--- src/rtl/eew_pkg.sv ---
package eew_pkg;

	localparam int CLK_MHZ = 40;
	localparam int ADDR_W = 17;
	localparam int DATA_W = 8;
	localparam int PAGE_LSB = 7;
	localparam int PAGE_BYTES = 128;

	// Times in their printed units.
	localparam int STROBE_MIN_NS = 250;
	localparam int STROBE_MAX_US = 30;
	localparam int LOAD_SPACING_MAX_US = 30;
	localparam int PROGRAM_TIME_MS = 10;
	localparam int START_DELAY_HI_NS = 150;
	localparam int START_DELAY_LO_NS = 250;
	localparam int READ_ACCESS_NS = 250;

	// Cycle counts: least times round up, longest times round down.
	localparam int STROBE_MIN_CYC = (STROBE_MIN_NS * CLK_MHZ + 999) / 1000;
	localparam int STROBE_MAX_CYC = STROBE_MAX_US * CLK_MHZ;
	localparam int LOAD_SPACING_MAX_CYC = LOAD_SPACING_MAX_US * CLK_MHZ;
	localparam int PROGRAM_CYC = PROGRAM_TIME_MS * 1000 * CLK_MHZ;
	localparam int START_HI_CYC = (START_DELAY_HI_NS * CLK_MHZ + 999) / 1000;
	localparam int START_LO_CYC = (START_DELAY_LO_NS * CLK_MHZ + 999) / 1000;
	localparam int READ_CYC = (READ_ACCESS_NS * CLK_MHZ + 999) / 1000 + 1;
	localparam int CNT_W = 20;

	typedef enum logic [2:0] {
		EEW_IDLE,
		EEW_STROBE_LO,
		EEW_STROBE_HI,
		EEW_READ,
		EEW_WAIT_DONE,
		EEW_POLL,
		EEW_GAP
	} eew_state_t;

endpackage : eew_pkg

--- src/rtl/eew_host.sv ---
`timescale 1ns/1ps
module eew_host
	import eew_pkg::*;
#(
	parameter int PROGRAM_CYCLES = PROGRAM_CYC,
	parameter int PAGE_MAX = PAGE_BYTES
) (
	input wire logic clk,
	input wire logic resetn,
	input wire logic req_valid,
	output logic req_ready,
	input wire logic req_write,
	input wire logic req_last,
	input wire logic [ADDR_W-1:0] req_addr,
	input wire logic [DATA_W-1:0] req_wdata,
	output logic rsp_valid,
	output logic [DATA_W-1:0] rsp_rdata,
	output logic wr_done,
	input wire logic cfg_ce_ctrl,
	input wire logic cfg_done_mode,
	input wire logic cfg_low_vcc,
	input wire logic cfg_protect,
	output logic [ADDR_W-1:0] mem_addr,
	input wire logic [DATA_W-1:0] mem_data_in,
	output logic [DATA_W-1:0] mem_data_out,
	output logic mem_data_oe,
	output logic mem_ce_n,
	output logic mem_oe_n,
	output logic mem_we_n,
	output logic protect_reset_n,
	input wire logic ready_busy_n
);
	eew_state_t state_q, state_d;
	logic [CNT_W-1:0] cnt_q;
	logic [CNT_W-1:0] space_q;
	logic [7:0] nbytes_q;
	logic [DATA_W-1:0] last_q;
	logic [ADDR_W-1:PAGE_LSB] page_q;
	logic [DATA_W-1:0] rdata_q;
	logic rsp_q, done_q, in_page_q, poll_q;
	logic [ADDR_W-1:0] addr_q;
	logic [DATA_W-1:0] dout_q;
	logic ce_q, oe_q, we_q, doe_q, prot_q;
	logic [DATA_W:0] pins_s;

	eew_sync #(.W(DATA_W + 1)) i_eew_sync (
		.clk(clk),
		.resetn(resetn),
		.d({ready_busy_n, mem_data_in}),
		.q(pins_s)
	);

	wire rb_low = ~pins_s[DATA_W];
	wire poll_bit = pins_s[DATA_W-1];
	wire [CNT_W-1:0] start_cyc = cfg_low_vcc ? CNT_W'(START_LO_CYC) : CNT_W'(START_HI_CYC);
	wire same_page = req_addr[ADDR_W-1:PAGE_LSB] == page_q;
	wire can_load = in_page_q && req_write && same_page && nbytes_q < 8'(PAGE_MAX);
	wire take = req_valid && req_ready;
	wire strobe_min = cnt_q >= CNT_W'(STROBE_MIN_CYC - 1);
	wire read_min = cnt_q >= CNT_W'(READ_CYC - 1);
	wire prog_over = cnt_q >= CNT_W'(PROGRAM_CYCLES - 1);
	wire gap_over = cnt_q >= start_cyc - CNT_W'(1);
	// The page stays open only while the next strobe can still fall in time.
	wire space_over = space_q >= CNT_W'(LOAD_SPACING_MAX_CYC - STROBE_MIN_CYC - 4);

	assign req_ready = prot_q && ((state_q == EEW_IDLE) || (state_q == EEW_STROBE_HI && can_load));

	always_comb begin
		state_d = state_q;
		case (state_q)
			EEW_IDLE: begin
				if (take) begin
					state_d = req_write ? EEW_STROBE_LO : EEW_READ;
				end
			end
			// Strobe leaves at the least width, well under the 30 us ceiling.
			EEW_STROBE_LO: begin
				if (strobe_min) begin
					state_d = EEW_STROBE_HI;
				end
			end
			EEW_STROBE_HI: begin
				if (take) begin
					state_d = EEW_STROBE_LO;
				end else if (done_q || space_over) begin
					state_d = EEW_WAIT_DONE;
				end
			end
			EEW_READ: begin
				if (read_min) begin
					state_d = EEW_GAP;
				end
			end
			EEW_WAIT_DONE: begin
				if (!cfg_done_mode && prog_over) begin
					state_d = EEW_GAP;
				end else if (cfg_done_mode && cnt_q >= CNT_W'(READ_CYC + 3)) begin
					state_d = EEW_POLL;
				end
			end
			EEW_POLL: begin
				if (read_min) begin
					state_d = EEW_WAIT_DONE;
					// Both senses must agree, so a glitch on one alone cannot end the wait.
					if (!rb_low && poll_bit == last_q[DATA_W-1]) begin
						state_d = EEW_GAP;
					end
				end
			end
			EEW_GAP: begin
				if (gap_over) begin
					state_d = EEW_IDLE;
				end
			end
			default: state_d = EEW_IDLE;
		endcase
	end

	always_ff @(posedge clk or negedge resetn) begin
		if (!resetn) begin
			state_q <= EEW_IDLE;
			cnt_q <= '0;
			space_q <= '0;
			nbytes_q <= '0;
			last_q <= '0;
			page_q <= '0;
			in_page_q <= 1'b0;
			done_q <= 1'b0;
		end else begin
			state_q <= state_d;
			cnt_q <= (state_d != state_q || state_q == EEW_POLL && read_min) ? '0 : cnt_q + 1'b1;
			if (state_q == EEW_STROBE_LO) begin
				space_q <= '0;
			end else begin
				space_q <= space_q + 1'b1;
			end
			if (take && req_write) begin
				// All bytes share the page of the first; the low bits pick the byte.
				if (!in_page_q) begin
					page_q <= req_addr[ADDR_W-1:PAGE_LSB];
					nbytes_q <= 8'd1;
				end else begin
					nbytes_q <= nbytes_q + 8'd1;
				end
				last_q <= req_wdata;
				done_q <= req_last;
				in_page_q <= 1'b1;
			end else if (state_q == EEW_WAIT_DONE) begin
				in_page_q <= 1'b0;
			end
		end
	end

	always_ff @(posedge clk or negedge resetn) begin
		if (!resetn) begin
			addr_q <= '0;
			dout_q <= '0;
			doe_q <= 1'b0;
			ce_q <= 1'b1;
			oe_q <= 1'b1;
			we_q <= 1'b1;
			prot_q <= 1'b0;
			rdata_q <= '0;
			rsp_q <= 1'b0;
			wr_done <= 1'b0;
			poll_q <= 1'b0;
		end else begin
			prot_q <= ~cfg_protect;
			if (take) begin
				addr_q <= req_addr;
				dout_q <= req_wdata;
			end
			poll_q <= state_d == EEW_POLL;
			doe_q <= state_d == EEW_STROBE_LO;
			// Strobe-controlled keeps select low across the load; select-controlled pulses it.
			we_q <= !(state_d == EEW_STROBE_LO) && !(cfg_ce_ctrl && state_d == EEW_STROBE_HI);
			ce_q <= !(state_d == EEW_STROBE_LO || state_d == EEW_READ || state_d == EEW_POLL ||
				(!cfg_ce_ctrl && state_d == EEW_STROBE_HI));
			oe_q <= !(state_d == EEW_READ || state_d == EEW_POLL);
			rsp_q <= state_q == EEW_READ && state_d == EEW_GAP;
			if (state_q == EEW_READ && state_d == EEW_GAP) begin
				rdata_q <= pins_s[DATA_W-1:0];
			end
			wr_done <= state_q != EEW_READ && state_q != EEW_IDLE && state_d == EEW_GAP;
		end
	end

	assign mem_addr = addr_q;
	assign mem_data_out = dout_q;
	assign mem_data_oe = doe_q;
	assign mem_ce_n = ce_q;
	assign mem_oe_n = oe_q;
	assign mem_we_n = we_q;
	assign protect_reset_n = prot_q;
	assign rsp_valid = rsp_q;
	assign rsp_rdata = rdata_q;
endmodule : eew_host

--- src/rtl/eew_sync.sv ---
`timescale 1ns/1ps
module eew_sync #(
	parameter int W = 1
) (
	input wire logic clk,
	input wire logic resetn,
	input wire logic [W-1:0] d,
	output logic [W-1:0] q
);
	// The first stage feeds only the second, to keep metastability contained.
	logic [W-1:0] meta_q;

	always_ff @(posedge clk or negedge resetn) begin
		if (!resetn) begin
			meta_q <= '0;
			q <= '0;
		end else begin
			meta_q <= d;
			q <= meta_q;
		end
	end
endmodule : eew_sync

--- config.mk ---
export PLATFORM = sky130hd
export DESIGN_NAME = eew_host
export DESIGN_NICKNAME = d
export VERILOG_FILES = /design/src/rtl/eew_pkg.sv /design/src/rtl/eew_host.sv /design/src/rtl/eew_sync.sv
export SDC_FILE = /design/constraint.sdc
export NUM_CORES = 1
export LEC_CHECK = 0
export BUFFER_PORTS_ARGS = -buffer_cell sky130_fd_sc_hd__buf_2
export CAP_MARGIN = 40
export CORE_ASPECT_RATIO = 2
export CORE_MARGIN = 2
export CORE_UTILIZATION = 61
export DETAILED_ROUTE_END_ITERATION = 6
export GPL_ROUTABILITY_DRIVEN = 0
export PLACE_DENSITY = 0.9
export SLEW_MARGIN = 20
export SYNTH_ARGS = -nofsm -noshare
export SYNTH_HDL_FRONTEND = slang
export SYNTH_SLANG_ARGS = --single-unit
--- constraint.sdc ---
create_clock -name clk -period 7.8 [get_ports clk]
set_clock_uncertainty 0.1 [all_clocks]
set_input_delay 1.56 -clock clk [delete_from_list [all_inputs] [get_ports clk]]
set_output_delay 1.56 -clock clk [all_outputs]
set_load 0.005 [all_outputs]
# [Word level (Yosys, flattened, before mapping)]
# Cells that the tools add are included.
[op_classes] n_bitwise=2 magnitude_cmp=7 n_reduce_logical=34 add_sub_neg=4 n_mux=18 n_eq_ne=15
[ops] op="greater-or-equal comparator 20 x 4 -> 1 bit, second input constant" n=3
[ops] op="adder 20 x 1 -> 20 bit, second input constant" n=2
[ops] op="2-to-1 mux 20 bit" n=2
[ops] op="2-to-1 mux 3 bit" n=9
[ops] op="case mux 3 bit (7 select lines)" n=1
[ops] op="greater-or-equal comparator 20 x 11 -> 1 bit, second input constant" n=1
[ops] op="greater-or-equal comparator 20 x 19 -> 1 bit, second input constant" n=1
[ops] op="greater-or-equal comparator 20 bit" n=1
[ops] op="logical AND 1 bit" n=17
[ops] op="== test 3 bit, second input constant" n=5
[ops] op="== test 3 x 2 -> 1 bit, second input constant" n=4
[ops] op="== test 10 bit" n=1
[ops] op="adder 8 x 1 -> 8 bit, second input constant" n=1
[ops] op="< comparator 8 bit, second input constant" n=1
[ops] op="2-to-1 mux 8 bit" n=1
[ops] op="logical OR 1 bit" n=7
[ops] op="== test 3 x 1 -> 1 bit, second input constant" n=2
[ops] op="zero test 1 bit" n=6
[ops] op="subtractor 4 x 1 -> 5 bit, second input constant" n=1
[ops] op="2-to-1 mux 2 bit" n=2
[ops] op="2-to-1 mux 4 bit" n=1
[ops] op="zero test 3 bit" n=1
[ops] op="!= test 3 x 2 -> 1 bit, second input constant" n=1
[ops] op="!= test 3 bit" n=1
[ops] op="6 further kinds" n=8
[word_totals] word_cells=100 ff_bits=129 output_inout_bits=41 inputBits=43

# [Depth between registers and ports, before layout]
[logic_depth] depth_word=14 ltp_mapped=9 ltp_nobuf=8

# [Cells and area by module]
# Synthesis repeated with hierarchy kept, for this count alone.
[unflattened] cells_unflattened=497 area_unflattened_um2=5798.1
[modules_own_cells] module="eew_host" cells_per_inst=479 seq_area_each_um2=2606.2 n_inst=1 area_per_inst_um2=5347.6
[modules_own_cells] module="eew_sync" cells_per_inst=18 seq_area_each_um2=450.4 n_inst=1 area_per_inst_um2=450.4

# [Least setup slack after synthesis]
# No wires, ideal clock.
[synth_timing] kind="input -> output" start="in req_write" end="out req_ready" t_required_ns=6.140 n_path_buf=0 stages=4 setup_slack_ns=3.784 t_arrival_ns=2.356 cell_sequence="and3b_1 -> nand4_1 -> or3_1 -> a21boi_0"
[synth_between] elab_chain_cells=6
[synth_lines] element="start: declaration" line="eew_host.sv:12" rtl="input wire logic req_write,"
[synth_lines] element="logical AND 1 bit (3 in series)" line="eew_host.sv:57" rtl="wire can_load = in_page_q && req_write && same_page && nbytes_q < 8'(PAGE_MAX);"
[synth_lines] element="logical AND 1 bit" line="eew_host.sv:66" rtl="assign req_ready = prot_q && ((state_q == EEW_IDLE) || (state_q == EEW_STROBE_HI && can_load));"
[synth_lines] element="logical OR 1 bit" line="eew_host.sv:66"
[synth_lines] element="logical AND 1 bit" line="eew_host.sv:66"
[synth_lines] element="end: declaration" line="eew_host.sv:11" rtl="output logic req_ready,"
# Every way passes these cells.

# [Final worst setup path]
[layout_timing] start="in req_addr[13]" end="out req_ready"
[layout_between] elab_chain_cells=6
[layout_lines] element="start: declaration" line="eew_host.sv:14" rtl="input wire logic [ADDR_W-1:0] req_addr,"
[layout_lines] element="== test 10 bit" line="eew_host.sv:56" rtl="wire same_page = req_addr[ADDR_W-1:PAGE_LSB] == page_q;"
[layout_lines] element="logical AND 1 bit (2 in series)" line="eew_host.sv:57"
[layout_lines] element="logical AND 1 bit" line="eew_host.sv:66"
[layout_lines] element="logical OR 1 bit" line="eew_host.sv:66"
[layout_lines] element="logical AND 1 bit" line="eew_host.sv:66"
# Every way passes these cells.

==> metrics.md <==
| Metric | Value |
|---|---|
| Vias in the first global route | `4515` |
| Worst Setup End Kind | `output pin` |
| Design area | `6620 sq um` |
| Pleak | `0.00339 uW` |
| Max Used Layer | `met4` |
| Fin. Hold Viols | `0` |
| Area leader, netlist | `dfrtp_1` |
| Max-slew headroom | `0.514` |
| Slew Limit Fails | `0` |
| Gr usage total | `0.288` |
| Detailed placement HPWL | `8940 um` |
| Main synth FF type | `dfrtp_1` |
| Worst path most repeated cell | `buf_2` |
| CP Launch Point | `req_addr[13]` |
| Worst r2r src | `cnt_q[1]$_DFF_PN0_` |
| Synth Register Bits | `122` |
| Post-layout net count | `630` |
| Ports | `84` |
| CTS-repair resized insts | `0` |
| Fin cells | `692` |
| Cts-stage hold buffer count | `0` |
| Fraction of post-synthesis cell area in the top cell type by area | `0.543` |
| Cell Pwr Density | `220 nW/um^2` |
| Area added between synthesis and finish | `20.7%` |
| Cells after DPL | `660` |
| Port Buffer Count | `83` |
| Routed wl met3 | `636 um` |
| Post-Syn Nets | `537` |
| Post-CTS Setup Bufs | `0` |
| Root Driver | `clkbuf_16` |
| Die height | `138 um` |
| Routed Antenna Nets | `0` |
| Post-Syn Instances | `485` |
| Status | `complete, no violations` |
| Max stage delay on crit path | `400 ps` |
| Worst Path Required | `6140 ps` |
| Cts bufs inserted | `17` |
| DR WL met2 | `7430 um` |
| Syn Area/Cell | `11.3 sq um` |
| Worst-margin pin slew | `723 ps` |
| Maxcap violations | `0` |
| First-pass GRT wire length | `21800 um` |
| Max stage delay cell, worst path | `or3_1` |
| Largest net degree at the start of global routing | `43` |
| Area of the core | `8890 sq um` |
| Fin crit share | `0.574` |
| Sequential share of the synthesized area | `0.558` |
| Fraction of layout cells with a size suffix above 1 | `0.308` |
| Most frequent cell after synthesis | `dfrtp_1` |
| Synth top area cells | `dfrtp_1, mux2_2, nor2_1` |
| Gr ovfl total | `0` |
| Initial core utilization | `0.617` |
| Total Die Area | `9810 sq um` |
| 1st-iter DRT viols | `445` |
| Post-synth top cells | `dfrtp_1, nor2_1, mux2_2` |
| Critical path class | `in2out` |
| EDFF count, synth | `0` |
| Crit start category | `input pin` |
| Clk pin slew, worst setup/hold paths | `60 ps` |
| Longest Clk Path Bufs | `2` |
| F_max | `0.223 GHz` |
| Asr flop ratio synth | `1.00` |
| Vias per cell | `6.09` |
| Arr. time, crit path | `2820 ps` |
| Drt drc | `0` |
| Netlist cell types | `55` |
| Antenna diodes | `0` |
| RSZ-0062 raised after global routing | `no` |
| Mapped Area | `5480 sq um` |
| Setup TNS | `0 ps` |
| Placed Area | `6020 sq um` |
| Synth warn | `0` |
| VDD IR-drop max | `0.000242 V` |
| Hold crit path type | `reg2reg` |
| Die width | `71.0 um` |
| Initial antenna violation count | `0` |
| Worst path bufs/invs | `2` |
| HP Start | `i_eew_sync.meta_q[7]$_DFF_PN0_` |
| Cell Rows | `49` |
| Minimum clock period | `4480 ps` |
| Per-cell routed wire length | `18.9 um` |
| Final setup vio count | `0` |
| Critical Path Fanout Max | `3` |
| Clock H-tree levels | `4` |
| Final WL | `13100 um` |
| Worst-path cell chain | `buf_2 > xnor2_1 > nand4_1 > or3_1 > a21boi_0 > buf_2` |
| DR vias | `4211` |
| CTS tree | `done` |
| Delay-heaviest family, CP | `simple AND/OR/NAND/NOR gates` |
| Met1 WL | `4650 um` |
| Pre-antenna DRT Iters | `5` |
| Clock sinks | `122` |
| Later-pin clock latency in the skew report | `420 ps` |
-- through the flow --
stage	utilization	worst slack [ps]	power [uW]	hold slack [ps]
after detailed placement	0.677	3360	686	236
after global routing	0.744	3220	1500	262
after global placement	0.674	3410	683	233
after floorplan	-	3780	656	231
after CTS	0.744	3330	1460	251
final	0.744	3320	1450	249
-- sequential cells by signal, indices dropped and copies added (netlist names), 3 cells and up --
name and cells:
cnt_q 20, i_eew_sync.meta_q 9, i_eew_sync.q 9, mem_addr 17, mem_data_out 8, nbytes_q 8
page_q 10, rsp_rdata 8, space_q 20, state_q 3
-- logic make-up after synthesis --
kind of cell             Yosys count  share of synthesized area
multiplexers                      47                     0.0963
AND/OR/NAND/NOR                  194                      0.179
flip-flops                       122                      0.558
XOR/XNOR                          44                     0.0703
buffers and inverters             26                     0.0183
adder cells (fa/ha/maj)            9                     0.0205
AO/OA/AOI/OAI                     43                     0.0577
-- placed cells by master, fill, tap and decap left out, drive strengths merged, types with 2 or more instances in the layout --
cell type  netlist  layout
and3             7       7
nor2b            3       3
nand3b           3       3
a21o             2       2
dfrtp          119     119
o221ai           4       4
a21oi            5       5
nand4           11      11
nand2           40      40
or3              8       8
and2             5       5
o211ai           4       4
nand3           23      23
buf              2      88
nor3             7       7
dfstp            3       3
nor4             9       9
nand2b           3       3
a2111oi          2       2
nor2            54      54
bufinv           0       2
or3b             4       4
mux2            46      46
or4              9       9
xnor2           21      21
inv             11      16
clkbuf          13      18
ha               9       9
or2              4       4
o31a             2       2
clkinv           0       6
xor2            23      23
o21ai           10      10
-- report_power, final --
| part | switching (uW) | total (uW) | internal (uW) | leakage, uW |
|---|---|---|---|---|
| Combinational | 21.5 | 34.0 | 12.6 | 0.00153 |
| Sequential | 2.09 | 641 | 639 | 0.00157 |
| Clock | 304 | 779 | 475 | 0.000287 |
| Total | 327 | 1450 | 1130 | 0.00339 |
-- layer usage --
layer,track usage,up-vias
li1,-,1889
met2,0.522,180
met4,0.122,0
met3,0.0700,40
met5,0,-
met1,0.309,2102
-- final timing paths --
check | endpoint | slack, ps | cells after the start
min in group asynchronous | rsp_rdata[2]$_DFFE_PN0P_ | 1010 | 1
max in group asynchronous | cnt_q[2]$_DFF_PN0_ | 5430 | 3
worst min register to register | i_eew_sync.q[7]$_DFF_PN0_ | 250 | 0
worst max-delay path | req_ready | 3320 | 6
worst min-delay path | i_eew_sync.q[7]$_DFF_PN0_ | 250 | 0
worst max register to register | mem_data_oe$_DFF_PN0_ | 4460 | 8
-- worst register-to-register path: cells and delay by family, from the launching register on --
kind,cells,cell delay [ps]
adder cells (fa/ha/maj),1,210
flip-flops,1,450
AND/OR/NAND/NOR,3,1120
buffers and inverters,1,120
AO/OA/AOI/OAI,3,1250
-- final cells by class --
type / count / area, sq um
flip-flops and latches: 122 / 3060
fillers: 511 / 2270
repair buffers: 89 / 473
clock inverters: 14 / 163
inverters: 11 / 41.3
multi-input cells: 337 / 2330
well taps: 102 / 128
clock buffers: 17 / 425
No activity file was read; power rests on OpenSTA's default activity.
